## src/pcseq_defines.svh

```systemverilog
// Functional notes
// - adding an offset to the pc low byte performs a computed jump
// - return stack holds eight entries of thirteen bits each
// - stack is outside program and data space; pointer is hidden
// - call or interrupt vector pushes the pc plus one
// - return, return with literal or interrupt return pops into pc
// - push and pop leave the pc high latch unchanged
// - stack is circular; ninth push overwrites the first entry
// - no overflow or underflow indication; wrapping is silent
// - pc addresses a contiguous program space of 8K words
// - call and jump give 11 bits; page bits come from latch bits 4:3
// - returns restore all 13 pc bits regardless of latch page bits
// - indirect data port is not physical; it accesses pointer location
// - reading the indirect port through itself returns zero
// - writing the indirect port through itself stores nothing
// - indirect address is bank bit above the 8-bit file select pointer
// - any reset clears the whole program counter
// - writing the pc low byte loads pc high from latch bits 4:0
`ifndef PCSEQ_DEFINES_SVH
`define PCSEQ_DEFINES_SVH
`define PC_WIDTH        13
`define PTR_WIDTH       3
`define STACK_DEPTH     8
`define JUMP_BITS       11
`define PAGE_LSB        3
`define PAGE_MSB        4
`define HIGH_LSB        0
`define HIGH_MSB        4
`define DADDR_WIDTH     9
`define PC_LOW_ADDR     7'h02
`define INDIRECT_ADDR   7'h00
`define LATCH_ADDR      7'h0a
`define POINTER_ADDR    7'h04
`define PC_RESET        13'h0000
`define LATCH_RESET     8'h00
`define POINTER_RESET   8'h00
`endif

```

## src/pcseq_pkg.sv

```systemverilog
package pcseq_pkg;
	typedef enum logic [2:0] {
		PC_NONE = 3'h0,
		PC_STEP = 3'h1,
		PC_JUMP = 3'h2,
		PC_CALL = 3'h3,
		PC_VECT = 3'h4,
		PC_RET  = 3'h5
	} pc_op_t;
	typedef logic [12:0] pc_t;
endpackage

```

## src/pc_stack_indirect_addr.sv

```systemverilog
`include "pcseq_defines.svh"
module pc_stack_indirect_addr (
	input  wire logic            I_CLK_SYS,
	input  wire logic            I_SRST,
	input  wire pcseq_pkg::pc_op_t I_PC_OP,
	input  wire logic [10:0]     I_JUMP_ADDR,
	input  wire logic [12:0]     I_VECTOR_ADDR,
	input  wire logic            I_FILE_WR,
	input  wire logic            I_FILE_RD,
	input  wire logic [6:0]      I_FILE_ADDR,
	input  wire logic [7:0]      I_FILE_WDATA,
	input  wire logic            I_BANK_BIT,
	input  wire logic [7:0]      I_RAM_RDATA,
	output logic [12:0]          O_PC,
	output logic [7:0]           O_FILE_RDATA,
	output logic [8:0]           O_RAM_ADDR,
	output logic                 O_RAM_WR,
	output logic [7:0]           O_RAM_WDATA,
	output logic [7:0]           O_PC_HIGH_LATCH
);
	import pcseq_pkg::*;

	// eight 13-bit entries, no address in program or data space
	pc_t        stack_mem [`STACK_DEPTH];
	logic [2:0] stack_ptr_reg;
	pc_t        pc_reg;
	logic [7:0] pc_high_latch_reg;
	logic [7:0] file_select_pointer_reg;
	logic [7:0] file_select_pointer_next;
	pc_t        pc_next;
	pc_t        pop_value;
	logic [2:0] pop_ptr;
	logic       self_ref;
	logic [8:0] ind_addr;

	function automatic logic hits(input logic [6:0] a, input logic [6:0] target);
		hits = (a == target);
	endfunction

	assign pop_ptr = stack_ptr_reg - 3'h1;
	assign pop_value = stack_mem[pop_ptr];
	// forwarded so an indirect access right after a pointer write sees the new cell
	assign file_select_pointer_next = (I_FILE_WR && hits(I_FILE_ADDR, `POINTER_ADDR)) ?
		I_FILE_WDATA : file_select_pointer_reg;
	assign ind_addr = {I_BANK_BIT, file_select_pointer_next};
	assign self_ref = (file_select_pointer_reg[6:0] == `INDIRECT_ADDR);

	always_comb begin
		pc_next = pc_reg + 13'h0001;
		case (I_PC_OP)
			PC_JUMP, PC_CALL: pc_next = {pc_high_latch_reg[`PAGE_MSB:`PAGE_LSB], I_JUMP_ADDR};
			PC_VECT: pc_next = I_VECTOR_ADDR;
			PC_RET: pc_next = pop_value;
			PC_NONE: pc_next = pc_reg;
			default: pc_next = pc_reg + 13'h0001;
		endcase
		// computed jump; high bits from latch 4:0
		if (I_FILE_WR && hits(I_FILE_ADDR, `PC_LOW_ADDR))
			pc_next = {pc_high_latch_reg[`HIGH_MSB:`HIGH_LSB], I_FILE_WDATA};
	end

	// reset clears pc; 13 bits span 8K words
	always_ff @(posedge I_CLK_SYS) begin
		if (I_SRST)
			pc_reg <= `PC_RESET;
		else
			pc_reg <= pc_next;
	end

	// push on call or vector; circular pointer, no flags
	always_ff @(posedge I_CLK_SYS) begin
		if (I_SRST) begin
			stack_ptr_reg <= 3'h0;
			for (int i = 0; i < `STACK_DEPTH; i++)
				stack_mem[i] <= `PC_RESET;
		end else if (I_PC_OP == PC_CALL || I_PC_OP == PC_VECT) begin
			stack_mem[stack_ptr_reg] <= pc_reg + 13'h0001;
			stack_ptr_reg <= stack_ptr_reg + 3'h1;
		end else if (I_PC_OP == PC_RET) begin
			stack_ptr_reg <= pop_ptr;
		end
	end

	// latch only changes by software write, never by push or pop
	always_ff @(posedge I_CLK_SYS) begin
		if (I_SRST)
			pc_high_latch_reg <= `LATCH_RESET;
		else if (I_FILE_WR && hits(I_FILE_ADDR, `LATCH_ADDR))
			pc_high_latch_reg <= I_FILE_WDATA;
	end

	// pointer lives at a fixed file slot
	always_ff @(posedge I_CLK_SYS) begin
		if (I_SRST)
			file_select_pointer_reg <= `POINTER_RESET;
		else
			file_select_pointer_reg <= file_select_pointer_next;
	end

	// indirect port redirects to ram; self-write dropped
	always_ff @(posedge I_CLK_SYS) begin
		if (I_SRST) begin
			O_RAM_WR    <= 1'b0;
			O_RAM_ADDR  <= 9'h000;
			O_RAM_WDATA <= 8'h00;
		end else begin
			O_RAM_WR    <= I_FILE_WR && hits(I_FILE_ADDR, `INDIRECT_ADDR) && !self_ref;
			O_RAM_ADDR  <= ind_addr;
			O_RAM_WDATA <= I_FILE_WDATA;
		end
	end

	// read data stand only in the cycle after the strobe; ram answers on O_RAM_ADDR
	always_ff @(posedge I_CLK_SYS) begin
		if (I_SRST || !I_FILE_RD)
			O_FILE_RDATA <= 8'h00;
		else if (hits(I_FILE_ADDR, `PC_LOW_ADDR))
			O_FILE_RDATA <= pc_reg[7:0];
		else if (hits(I_FILE_ADDR, `LATCH_ADDR))
			O_FILE_RDATA <= pc_high_latch_reg;
		else if (hits(I_FILE_ADDR, `POINTER_ADDR))
			O_FILE_RDATA <= file_select_pointer_reg;
		// self-read gives zero; otherwise the pointed ram cell
		else if (hits(I_FILE_ADDR, `INDIRECT_ADDR))
			O_FILE_RDATA <= self_ref ? 8'h00 : I_RAM_RDATA;
		else
			O_FILE_RDATA <= 8'h00;
	end

	assign O_PC = pc_reg;
	assign O_PC_HIGH_LATCH = pc_high_latch_reg;

	pc_reset_a: assert property (
		@(posedge I_CLK_SYS)
		I_SRST
		|=> O_PC == `PC_RESET
	) else begin
		$error("pc not cleared by reset");
	end

	ptr_reset_a: assert property (
		@(posedge I_CLK_SYS)
		I_SRST
		|=> stack_ptr_reg == 3'h0
	) else begin
		$error("stack pointer not cleared by reset");
	end

	page_jump_a: assert property (
		@(posedge I_CLK_SYS) disable iff (I_SRST)
		I_PC_OP == PC_JUMP && !I_FILE_WR
		|=> O_PC == {$past(pc_high_latch_reg[`PAGE_MSB:`PAGE_LSB]), $past(I_JUMP_ADDR)}
	) else begin
		$error("jump page wrong");
	end

	page_call_a: assert property (
		@(posedge I_CLK_SYS) disable iff (I_SRST)
		I_PC_OP == PC_CALL && !I_FILE_WR
		|=> O_PC == {$past(pc_high_latch_reg[`PAGE_MSB:`PAGE_LSB]), $past(I_JUMP_ADDR)}
	) else begin
		$error("call page wrong");
	end

	vector_target_a: assert property (
		@(posedge I_CLK_SYS) disable iff (I_SRST)
		I_PC_OP == PC_VECT && !I_FILE_WR
		|=> O_PC == $past(I_VECTOR_ADDR)
	) else begin
		$error("vector target wrong");
	end

	call_ret_a: assert property (
		@(posedge I_CLK_SYS) disable iff (I_SRST)
		(I_PC_OP == PC_CALL && !I_FILE_WR)
		##1 (I_PC_OP == PC_RET && !I_FILE_WR)
		|=> O_PC == $past(O_PC, 2) + 13'h0001
	) else begin
		$error("return address wrong");
	end

	ret_restore_a: assert property (
		@(posedge I_CLK_SYS) disable iff (I_SRST)
		I_PC_OP == PC_RET && !I_FILE_WR
		|=> O_PC == $past(pop_value)
	) else begin
		$error("return not restored from stack");
	end

	push_value_a: assert property (
		@(posedge I_CLK_SYS) disable iff (I_SRST)
		I_PC_OP inside {PC_CALL, PC_VECT}
		|=> stack_mem[$past(stack_ptr_reg)] == $past(pc_reg) + 13'h0001
	) else begin
		$error("pushed value wrong");
	end

	push_wrap_a: assert property (
		@(posedge I_CLK_SYS) disable iff (I_SRST)
		I_PC_OP inside {PC_CALL, PC_VECT}
		|=> stack_ptr_reg == $past(stack_ptr_reg) + 3'h1
	) else begin
		$error("push pointer step wrong");
	end

	pop_wrap_a: assert property (
		@(posedge I_CLK_SYS) disable iff (I_SRST)
		I_PC_OP == PC_RET
		|=> stack_ptr_reg == $past(stack_ptr_reg) - 3'h1
	) else begin
		$error("pop pointer step wrong");
	end

	// pointer moves only by stack ops
	ptr_hidden_a: assert property (
		@(posedge I_CLK_SYS) disable iff (I_SRST)
		!(I_PC_OP inside {PC_CALL, PC_VECT, PC_RET})
		|=> $stable(stack_ptr_reg)
	) else begin
		$error("stack pointer moved without stack op");
	end

	latch_keep_a: assert property (
		@(posedge I_CLK_SYS) disable iff (I_SRST)
		I_PC_OP inside {PC_CALL, PC_RET} && !I_FILE_WR
		|=> $stable(O_PC_HIGH_LATCH)
	) else begin
		$error("latch changed by stack op");
	end

	// latch changes only by its write
	latch_only_sw_a: assert property (
		@(posedge I_CLK_SYS) disable iff (I_SRST)
		!(I_FILE_WR && I_FILE_ADDR == `LATCH_ADDR)
		|=> $stable(O_PC_HIGH_LATCH)
	) else begin
		$error("latch changed without write");
	end

	latch_load_a: assert property (
		@(posedge I_CLK_SYS) disable iff (I_SRST)
		I_FILE_WR && I_FILE_ADDR == `LATCH_ADDR
		|=> O_PC_HIGH_LATCH == $past(I_FILE_WDATA)
	) else begin
		$error("latch write lost");
	end

	pc_step_a: assert property (
		@(posedge I_CLK_SYS) disable iff (I_SRST)
		I_PC_OP == PC_STEP && !I_FILE_WR
		|=> O_PC == $past(O_PC) + 13'h0001
	) else begin
		$error("pc step wrong");
	end

	pc_hold_a: assert property (
		@(posedge I_CLK_SYS) disable iff (I_SRST)
		I_PC_OP == PC_NONE && !I_FILE_WR
		|=> $stable(O_PC)
	) else begin
		$error("pc moved while idle");
	end

	pc_low_write_a: assert property (
		@(posedge I_CLK_SYS) disable iff (I_SRST)
		I_FILE_WR && I_FILE_ADDR == `PC_LOW_ADDR
		|=> O_PC == {$past(pc_high_latch_reg[`HIGH_MSB:`HIGH_LSB]), $past(I_FILE_WDATA)}
	) else begin
		$error("low byte write load wrong");
	end

	self_write_a: assert property (
		@(posedge I_CLK_SYS) disable iff (I_SRST)
		I_FILE_WR && I_FILE_ADDR == `INDIRECT_ADDR && self_ref
		|=> !O_RAM_WR
	) else begin
		$error("self write reached ram");
	end

	self_read_a: assert property (
		@(posedge I_CLK_SYS) disable iff (I_SRST)
		I_FILE_RD && I_FILE_ADDR == `INDIRECT_ADDR && self_ref
		|=> O_FILE_RDATA == 8'h00
	) else begin
		$error("self read not zero");
	end

	ind_addr_a: assert property (
		@(posedge I_CLK_SYS) disable iff (I_SRST)
		I_FILE_WR && I_FILE_ADDR == `INDIRECT_ADDR && !self_ref
		|=> O_RAM_WR
		&& O_RAM_ADDR == {$past(I_BANK_BIT), $past(file_select_pointer_reg)}
	) else begin
		$error("indirect address wrong");
	end

	// ram written only through the port
	ram_wr_only_a: assert property (
		@(posedge I_CLK_SYS) disable iff (I_SRST)
		!(I_FILE_WR && I_FILE_ADDR == `INDIRECT_ADDR)
		|=> !O_RAM_WR
	) else begin
		$error("ram written without indirect access");
	end

	ram_wdata_a: assert property (
		@(posedge I_CLK_SYS) disable iff (I_SRST)
		I_FILE_WR && I_FILE_ADDR == `INDIRECT_ADDR && !self_ref
		|=> O_RAM_WDATA == $past(I_FILE_WDATA)
	) else begin
		$error("indirect write data wrong");
	end

	ind_read_a: assert property (
		@(posedge I_CLK_SYS) disable iff (I_SRST)
		I_FILE_RD && I_FILE_ADDR == `INDIRECT_ADDR && !self_ref
		|=> O_FILE_RDATA == $past(I_RAM_RDATA)
	) else begin
		$error("indirect read data wrong");
	end

	// a slot changes only when a push lands on it
	generate
		for (genvar g = 0; g < `STACK_DEPTH; g++) begin : slot_chk
			slot_keep_a: assert property (
				@(posedge I_CLK_SYS) disable iff (I_SRST)
				!(I_PC_OP inside {PC_CALL, PC_VECT}) || stack_ptr_reg != 3'(g)
				|=> $stable(stack_mem[g])
			) else begin
				$error("stack slot overwritten");
			end
		end
	endgenerate
endmodule

```

## config.mk

```make
export PLATFORM = sky130hd
export DESIGN_NAME = pc_stack_indirect_addr
export DESIGN_NICKNAME = d
export VERILOG_FILES = /design/src/pcseq_pkg.sv /design/src/pc_stack_indirect_addr.sv
export VERILOG_INCLUDE_DIRS = /design/src
export SDC_FILE = /design/constraint.sdc
export NUM_CORES = 1
export LEC_CHECK = 0
export ABC_AREA = 1
export ABC_CLOCK_PERIOD_IN_PS = 2350
export BUFFER_PORTS_ARGS = -buffer_cell sky130_fd_sc_hd__buf_2
export CAP_MARGIN = 20
export CORE_UTILIZATION = 50
export CTS_CLUSTER_SIZE = 28
export DETAILED_ROUTE_END_ITERATION = 8
export GPL_TIMING_DRIVEN = 0
export PLACE_DENSITY_LB_ADDON = 0.25
export SETUP_SLACK_MARGIN = 0.02
export SLEW_MARGIN = 20
export SYNTH_ARGS = -nofsm -noshare
export SYNTH_HDL_FRONTEND = slang
export SYNTH_SLANG_ARGS = --single-unit
```

## constraint.sdc

```tcl
create_clock -name I_CLK_SYS -period 2.35 [get_ports I_CLK_SYS]
set_input_delay 0.47 -clock I_CLK_SYS [delete_from_list [all_inputs] [get_ports I_CLK_SYS]]
set_output_delay 0.47 -clock I_CLK_SYS [all_outputs]
set_load 0.1 [all_outputs]
```

==> run_results.csv, run 1 <==
group,metric,value,unit
run_status,outcome,"finished, violations left",
run_status,violations,"design-rule violations",
place,dp_hpwl,16300,um
power_and_ir_drop,vdd_drop_max,0.000657,V
grt,grt.total_usage,0.299,
clocking,insertion_delay,0.44,ns
drt,vias,6809,
min_path,hold_class,"in -> reg",
floorplanning,dieWidth,125,um
timing,layout_setup_ws,0.0823,ns
yosys,ys_ff_latch,154,
power_and_ir_drop,powerDensity,819,nW/um2
final_layout,nets,1078,
critical_path,start_kind,"flop",
grt,grt_max_degree,20,
drt,ant_nets,0,
flow_run,drv_cap,0,
critical_path,worst-path-buf-inv,0,
critical_path,slowest_stage,"xor2_1",
clocking,clk_pin_slew,0.06,ns
clocking,clkSinkCount,154,
yosys,yosys_warnings,0,
critical_path,cp_slowest_stage_delay,0.84,ns
timing,setup_viol_count_final,0,
final_layout,register_area,4120,um2
timing,rsz0062_at_grt,"no",
timing,tightest_slew,1.07,ns
timing,timing.final.crit_period,2.27,ns
clocking,cts-root-buf,"clkbuf_16",
clocking,clock_path_buffers,2,
critical_path,cpLargestDelayFamily,"XOR/XNOR gates",
critical_path,cp.required,2.64,ns
final_layout,regMostFlops,"stack_mem",
critical_path,crit_fanout,9,
drt,viasPerCell,5.60,
clocking,cts_tree,"built",
place,placed_area,8330,um2
critical_path,path_cells,"nand3_2 > nor2_1 > nand2_1 > xor2_1 > nand2_1 > nand3_1 > a21oi_1",
place,place.gp.congestion,0.909,
place,numPortBuffers,101,
floorplanning,start_util,0.517,
drt,dr.pass1.iters,7,
timing,clock.fmax,441,MHz
timing,drv_slew,0,
yosys,synth_cell_type_count,37,
power_and_ir_drop,power.leakage,3.79,nW
yosys,ys_seq_area_frac,0.543,
grt,grt_pass1_vias,6411,
grt,gr-total-overflow,0,
yosys,yosys.area.top_type,"edfxtp_1",
timing,fin_crit_sh,0.965,
yosys,synth_area,7590,um2
floorplanning,rows,44,
grt,antenna_found_initial,0,
timing,fin_worst_skew,0.00955,ns
timing,slew_headroom,0.284,
yosys,ys_top_cells_by_area,"edfxtp_1, dfxtp_1, nand2_1, nor2_1, nand3_1",
yosys,synth_cells,897,
drt,drt-initial-drc-count,716,
final_layout,n_antenna_cell,0,
final_layout,drive_above_1_share,0.203,
floorplanning,die_area,15700,um2
timing,hold_viol,0,
floorplanning,design.core.area,14700,um2
yosys,synth.avg_cell_area,8.47,um2
final_layout,final.fill_count,1297,
final_layout,syn_to_final_growth,19.6,%
final_layout,multi_input_area,2930,um2
clocking,numCtsBuffers,17,
critical_path,end_kind,"flop",
critical_path,cp.arrival,2.56,ns
drt,wirelength,22700,um
place,dp_slack,-0.391,ns
grt,grt_pass1_wl,34800,um
timing,fin_setup_tns,0,ns
final_layout,largest_reg_flops,104,
drt,wire_per_inst,18.7,um
clocking,h-tree-depth,4,
floorplanning,die_h,125,um
yosys,synth_nets,956,
final_layout,fin_area,9080,um2
floorplanning,ioPinCount,102,
drt,drc,2,
yosys,synth_top_cell_area_share,0.411,
critical_path,cp_common_cell,"nand2_1",
critical_path,critPathKind,"reg -> reg",
-- placed cells by master (no fill, tap or decap), types with 7 or more instances in the layout --
| master | n |
|---|---|
| a21oi_1 | 33 |
| a31oi_1 | 8 |
| buf_2 | 120 |
| clkbuf_1 | 14 |
| clkbuf_16 | 23 |
| dfxtp_1 | 50 |
| edfxtp_1 | 104 |
| inv_1 | 75 |
| inv_2 | 12 |
| nand2_1 | 172 |
| nand2_2 | 15 |
| nand3_1 | 91 |
| nor2_1 | 166 |
| o21a_1 | 9 |
| o21ai_0 | 59 |
| xor2_1 | 7 |
-- final timing paths --
path,startpoint,endpoint,slack (ns),cells after the start
hold reg to reg,O_PC_HIGH_LATCH[7],O_PC_HIGH_LATCH[7],0.48,2
setup / recovery,O_PC[2],O_PC[5],0.08,7
setup reg to reg,O_PC[2],O_PC[5],0.08,7
hold / removal,I_BANK_BIT,O_RAM_ADDR[8],0.24,3
-- repair_timing --
action / 4_1_cts / 5_1_grt
pin swaps: 1 / 0
gates resized for setup: 17 / 4
cloned: 0 / 0
endpoints found under the setup margin: 52 / 5
hold buffers: 0 / 0
buffers inserted: 3 / 0
-- cells in the mapped netlist, drive strengths merged --
cell / number
nand3: 94
xnor2: 2
nor2: 173
o21a: 9
inv: 88
nand4: 5
edfxtp: 104
clkbuf: 14
a31oi: 8
and3: 1
buf: 30
nand3b: 6
o21ai: 63
nand2: 187
or2: 1
nor3: 2
o211ai: 5
a211oi: 4
a21oi: 34
o22ai: 2
dfxtp: 50
clkinv: 2
xor2: 9
ha: 4
-- worst min-delay path, stage by stage --
cell and delay, ns:
buf_2 0.08, inv_1 0.03, nor2_1 0.06
-- cell type report --
cell class / count / area share
inverters: 90 / 0.0380
plain buffers: 43 / 0.0294
flip-flops and latches: 154 / 0.454
well taps: 184 / 0.0254
clock inverters: 2 / 0.00110
repair buffers: 104 / 0.0595
multi-input cells: 609 / 0.323
clock buffers: 29 / 0.0693
-- logic make-up (layout without fill, tap and decap cells) --
logic type                 after synthesis  in the layout  synth area share
and+or+nand+nor                        469            469             0.268
buffers and inverters                  134            268            0.0755
DFF                                    154            154             0.543
AOI/OAI and AO/OA                      125            125            0.0900
xor gates and xnor gates                11             11            0.0171
adders and majority gates                4              4           0.00659
-- report_power, final --
part / switching [mW] / internal (mW)
Clock: 1.08 / 1.81
Combinational: 1.05 / 0.418
Sequential: 0.0717 / 3.00
-- per-stage QoR --
| stage | power [mW] | std cells | hold WS [ns] | utilization |
|---|---|---|---|---|
| 5_1_grt | 7.65 | 1215 | 0.255 | 0.618 |
| 2_1_floorplan | 4.02 | 897 | 0.492 | - |
| 4_1_cts | 7.39 | 1215 | 0.248 | 0.616 |
| 3_3_place_gp | 4.44 | 1182 | 0.464 | 0.567 |
| 6_report | 7.43 | 1215 | 0.243 | 0.618 |
| 3_5_place_dp | 4.46 | 1182 | 0.473 | 0.567 |
-- layer usage --
layer  wire length [um]  track usage  part of all wire  vias up
li1                   -            -                 -     3201
met1               9270        0.384              0.41     3196
met2              10700        0.481              0.47      352
met3               1890       0.0578             0.083       60
met4                867        0.161             0.038        0
met5                  0            0                 0        -
Power figures use the tool's default switching activity.
==> run 2, diff against run 1 <==
RECOVER_POWER = 25   (was default)
==> run 2 against run 1 <==
Effect of this change:
- the flow still finishes with violations (design-rule violations)
- cell count unchanged
- sequential power about the same
- maximum frequency up 0.48%
- via count down 0.23%
- sequential share of layout area is 0.26 points higher
- worst setup slack improved by 0.011 ns
- critical path depth unchanged
- global-route usage stayed put
- combinational power barely moved
- count of clock-buffer cells in the layout is the same
- hold slack about the same
- critical path type unchanged
==> run_results.csv, run 2 (same netlist as run 1, synthesis figures left out) <==
group,metric,value,unit
drt,drt-initial-drc-count,686,
run_status,outcome,"finished, violations left",
critical_path,worstSetupPathDepth,7,
power_and_ir_drop,vdd_drop_max,0.000655,V
timing,fin_setup_tns,0,ns
place,placed_area,8330,um2
critical_path,cp.required,2.64,ns
timing,layout_setup_ws,0.0932,ns
critical_path,cp_common_cell,"nand2_1",
final_layout,drive_above_1_share,0.175,
final_layout,nets,1078,
floorplanning,dieWidth,125,um
grt,grt_pass1_wl,34800,um
critical_path,worst-path-buf-inv,0,
critical_path,cpLargestDelayFamily,"XOR/XNOR gates",
place,numPortBuffers,101,
critical_path,crit_fanout,9,
final_layout,register_area,4120,um2
timing,hold_viol,0,
critical_path,rr_startpoint,"O_PC[2]",
floorplanning,rows,44,
critical_path,cp_slowest_stage_delay,0.83,ns
critical_path,slowest_stage,"xor2_1",
timing,rsz0062_at_grt,"no",
final_layout,largest_reg_flops,104,
final_layout,multi_input_area,2910,um2
place,place.gp.congestion,0.909,
clocking,clock_path_buffers,2,
critical_path,cp-startpoint,"O_PC[2]",
timing,slew_headroom,0.210,
timing,drv_slew,0,
place,dp_hpwl,16300,um
final_layout,layout_commonest_cell,"nand2_1",
place,post-place-cells,1182,
timing,timing.final.crit_period,2.26,ns
critical_path,critPathKind,"reg -> reg",
drt,wire_per_inst,18.8,um
critical_path,cp.arrival,2.55,ns
grt,grt_pass1_vias,6411,
timing,fin_crit_sh,0.960,
clocking,clk_pin_slew,0.06,ns
run_status,violations,"design-rule violations",
clocking,h-tree-depth,4,
critical_path,end_kind,"flop",
floorplanning,die_h,125,um
clocking,cts-root-buf,"clkbuf_16",
critical_path,rr_worst_depth,7,
min_path,hold_class,"in -> reg",
place,dp_slack,-0.391,ns
floorplanning,die_area,15700,um2
grt,antenna_found_initial,0,
clocking,clkSinkCount,154,
final_layout,fin_cells,1215,
clocking,cts_tree,"built",
clocking,numCtsBuffers,17,
power_and_ir_drop,powerDensity,823,nW/um2
grt,grt.total_usage,0.299,
final_layout,n_antenna_cell,0,
critical_path,reg2reg_setup_slack,0.09,ns
power_and_ir_drop,power.leakage,3.69,nW
timing,fin_worst_skew,0.0102,ns
timing,tightest_slew,1.19,ns
final_layout,syn_to_final_growth,18.9,%
critical_path,r2r-end,"O_PC[5]",
final_layout,mostFrequentLayoutCells,"nand2_1, nor2_1, edfxtp_1",
critical_path,crit_path_end,"O_PC[5]",
timing,clock.fmax,443,MHz
timing,setup_viol_count_final,0,
drt,vias,6793,
floorplanning,ioPinCount,102,
flow_run,drv_cap,0,
grt,grt_max_degree,20,
floorplanning,design.core.area,14700,um2
final_layout,fin_area,9030,um2
grt,gr-total-overflow,0,
drt,wirelength,22800,um
drt,ant_nets,0,
final_layout,final.fill_count,1313,
final_layout,regMostFlops,"stack_mem",
critical_path,start_kind,"flop",
clocking,insertion_delay,0.44,ns
critical_path,path_cells,"nand3_2 > nor2_1 > nand2_1 > xor2_1 > nand2_1 > nand3_1 > a21oi_1",
drt,drc,2,
drt,dr.pass1.iters,8,
floorplanning,start_util,0.517,
clocking,hold_buffers,0,
drt,viasPerCell,5.59,
[run 2: how the worst min path moves through the flow]
| stage | startpoint | endpoint | slack [ns] | cells after the start |
|---|---|---|---|---|
| floorplan | stack_ptr_reg[1] | stack_ptr_reg[1] | 0.49 | 2 |
| global placement | O_PC_HIGH_LATCH[7] | O_PC_HIGH_LATCH[7] | 0.46 | 2 |
| detailed placement | O_PC_HIGH_LATCH[5] | O_PC_HIGH_LATCH[5] | 0.47 | 2 |
| CTS | I_BANK_BIT | O_RAM_ADDR[8] | 0.25 | 3 |
| global route | I_BANK_BIT | O_RAM_ADDR[8] | 0.26 | 3 |
| finish | I_BANK_BIT | O_RAM_ADDR[8] | 0.24 | 3 |
[run 2: stage by stage]
step / power, mW / hold slack (ns) / util
after global routing: 7.64 / 0.255 / 0.614
after floorplan: 4.02 / 0.492 / -
after global placement: 4.44 / 0.464 / 0.567
after CTS: 7.39 / 0.248 / 0.616
final: 7.43 / 0.243 / 0.614
after detailed placement: 4.46 / 0.473 / 0.567
[run 2: per-layer routing]
metal / track usage / vias up / part of all wire
li1: - / 3201 / -
met1: 0.384 / 3184 / 0.41
met2: 0.481 / 343 / 0.47
met3: 0.0578 / 65 / 0.075
met4: 0.161 / 0 / 0.039
met5: 0 / - / 0
[run 2: timing repair]
item                                    4_1_cts  5_1_grt
pin swaps                                     1        0
endpoints found under the setup margin       52        5
hold endpoints to repair                      0        0
gates cloned                                  0        0
gates resized for setup                      17        4
setup buffers                                 3        0
[run 2: tightest hold or removal path: stages]
cell and delay, ns:
buf_2 0.08, inv_1 0.03, nor2_1 0.06
[run 2: cell type report]
cell class	instances	area share
multi-input combinational	609	0.322
inverter	90	0.0383
clock buffer	29	0.0697
clock inverter	2	0.00111
tap	184	0.0255
buffer	43	0.0292
sequential	154	0.457
timing repair buffer	104	0.0570
[run 2: where the power goes]
| group | internal (mW) | switching, mW |
|---|---|---|
| sequential | 3.00 | 0.0727 |
| clock | 1.81 | 1.08 |
| combinational | 0.414 | 1.04 |
==> run 3, diff against run 2 <==
ABC_AREA = 0   (was 1)
==> run 3 against run 2 <==
Effect of this change:
- worst setup slack improved by 0.012 ns
- the flow now finishes without violations
- via count shrank 17%
- cell area down 5.8%
- count of clock-buffer cells in the layout is 11 lower
- sequential power hardly changed
- clock power shrank 11%
- synthesized cell count down 32%
- largest power group unchanged
- power down 8.4%
- synthesized area fell by 5.6%
- highest routed layer unchanged
- clock skew shrank 0.00062 ns
==> run_results.csv, run 3 <==
group,metric,value,unit
floorplanning,start_util,0.515,
drt,dr.pass1.iters,8,
yosys,ys.flop_type,"edfxtp_1",
drt,drc,0,
timing,hold_viol,0,
drt,drt-initial-drc-count,625,
power_and_ir_drop,power.leakage,3.12,nW
drt,ant_nets,0,
critical_path,crit_fanout,13,
drt,vias,5622,
min_path,hold_class,"in -> reg",
grt,grt_pass1_wl,30700,um
critical_path,path_cells,"buf_2 > or3b_1 > a21oi_1 > and2_4 > nand2_1 > nand2b_1",
power_and_ir_drop,powerDensity,799,nW/um2
floorplanning,die_area,14800,um2
critical_path,critPathKind,"in -> reg",
clocking,cts_tree,"built",
grt,grt_max_degree,17,
timing,clock.fmax,445,MHz
clocking,numCtsBuffers,17,
clocking,cts-root-buf,"clkbuf_16",
final_layout,regMostFlops,"stack_mem",
place,post-place-cells,889,
final_layout,nets,792,
final_layout,largest_reg_flops,104,
drt,wirelength,20600,um
yosys,yosysMostFrequentCell,"nor2_1",
floorplanning,rows,43,
grt,antenna_found_initial,0,
yosys,postSynth.asyncResetShare,0,
critical_path,end_kind,"flop",
critical_path,cp_slowest_stage_delay,0.65,ns
power_and_ir_drop,vdd_drop_max,0.000567,V
final_layout,drive_above_1_share,0.251,
clocking,h-tree-depth,4,
clocking,clock_path_buffers,2,
yosys,synth_area,7170,um2
place,place.gp.congestion,0.959,
clocking,clkSinkCount,154,
final_layout,final_core_util,0.611,
floorplanning,design.core.area,13900,um2
timing,rsz0062_at_grt,"no",
place,numPortBuffers,101,
critical_path,cp.required,2.40,ns
critical_path,rr_worst_depth,10,
drt,viasPerCell,6.07,
grt,grt_pass1_vias,5358,
timing,slew_headroom,0.217,
yosys,yosys.area.top_type,"edfxtp_1",
floorplanning,ioPinCount,102,
final_layout,layout_commonest_cell,"nor2_1",
flow_run,drv_cap,0,
yosys,synth_nets,667,
run_status,outcome,"finished clean",
yosys,ys_top_cells_by_area,"edfxtp_1, dfxtp_1, mux4_2, nor2_1, mux2i_1",
timing,drv_slew,0,
yosys,synth_cells,608,
final_layout,mostFrequentLayoutCells,"nor2_1, edfxtp_1, buf_2",
floorplanning,dieWidth,122,um
timing,fin_crit_sh,0.955,
timing,setup_viol_count_final,0,
clocking,clk_pin_slew,0.06,ns
yosys,ys_seq_area_frac,0.575,
drt,wire_per_inst,22.3,um
yosys,ys_ff_latch,154,
place,dp_hpwl,14600,um
floorplanning,die_h,122,um
critical_path,slowest_stage,"nand2b_1",
critical_path,start_kind,"input port",
critical_path,cp.arrival,2.30,ns
final_layout,n_antenna_cell,0,
yosys,synth_edf_count,104,
clocking,hold_buffers,0,
yosys,synth.avg_cell_area,11.8,um2
timing,timing.final.crit_period,2.24,ns
final_layout,fin_cells,926,
yosys,synth_cell_type_count,61,
grt,grt.total_usage,0.288,
clocking,insertion_delay,0.43,ns
min_path,holdPathStages,2,
timing,fin_worst_skew,0.00958,ns
final_layout,syn_to_final_growth,18.7,%
timing,tightest_slew,1.18,ns
yosys,synth_common_cells,"nor2_1, edfxtp_1, dfxtp_1",
grt,gr-total-overflow,0,
yosys,synth_top_cell_area_share,0.436,
yosys,yosys_warnings,0,
[run 3: cell count changes after synthesis, sizes merged, moves of 26 or more]
| cell | before | now |
|---|---|---|
| mux4 | 0 | 26 |
| inv | 88 | 7 |
| nand3 | 94 | 11 |
| nor2 | 173 | 143 |
| o21ai | 63 | 20 |
| nand2 | 187 | 35 |
[run 3: worst paths after layout]
check | startpoint | end | slack [ns]
min reg2reg | O_PC_HIGH_LATCH[5] | O_PC_HIGH_LATCH[5] | 0.55
max | I_PC_OP[1] | stack_mem[4][2] | 0.11
max reg2reg | stack_ptr_reg[0] | O_PC[8] | 0.13
min | I_BANK_BIT | O_RAM_ADDR[8] | 0.27
[run 3: per-stage QoR]
step                      instance area, um2  setup TNS [ns]  hold WS (ns)  setup slack (ns)  power [mW]
after global placement                  7910          -20.35         0.504            -0.647        4.19
after floorplan                         7180               0         0.553            0.0229        3.87
after CTS                               8560               0         0.273            0.0211        6.78
final                                   8510               0         0.271             0.105        6.80
after detailed placement                7910          -24.44         0.517            -0.649        4.21
after global routing                    8510               0         0.283            0.0392        6.98
[run 3: routing by layer]
metal  global-route usage  wire length (um)  vias to the layer above
met1                0.390              8290                     2775
met5                    0                 0                        -
li1                     -                 -                     2483
met3               0.0627              1880                       34
met4                0.109               444                        0
met2                0.454             10000                      330
[run 3: where the power goes]
part,total [mW],internal [mW],switching [mW]
logic,1.15,0.392,0.763
registers,3.08,3.00,0.0786
clock network,2.57,1.37,1.19
total,6.80,4.77,2.03
[run 3: timing repair]
action / in CTS / in global routing
pin swaps: 4 / 3
gates resized for setup: 17 / 4
setup endpoints to repair: 14 / 5
endpoints found under the hold margin: 0 / 0
buffers inserted: 5 / 0
[run 3: final cells by class]
type,instances,area [um2]
buffer,40,244
clock inverter,14,111
timing repair buffer,106,533
inverter,8,30.0
fill,1107,5430
sequential,154,4130
multi-input combinational,406,2800
clock buffer,18,429
tap,180,225
[run 3: worst max-delay path, delay by kind of cell]
family	cells	cell delay [ns]
and+or+nand+nor	4	1.44
AOI/OAI and AO/OA	1	0.23
buffers and inverters	1	0.15
[run 3: cell families (layout without fill, tap and decap cells)]
logic type               Yosys count  count (layout)  synth area share
AND/OR/NAND/NOR                  247             247             0.167
flip-flops                       154             154             0.575
AO/OA/AOI/OAI                     98              98            0.0930
buffers and inverters             48             186            0.0337
multiplexers                      44              44             0.107
XOR/XNOR                          13              13            0.0169
adder cells (fa/ha/maj)            4               4           0.00698
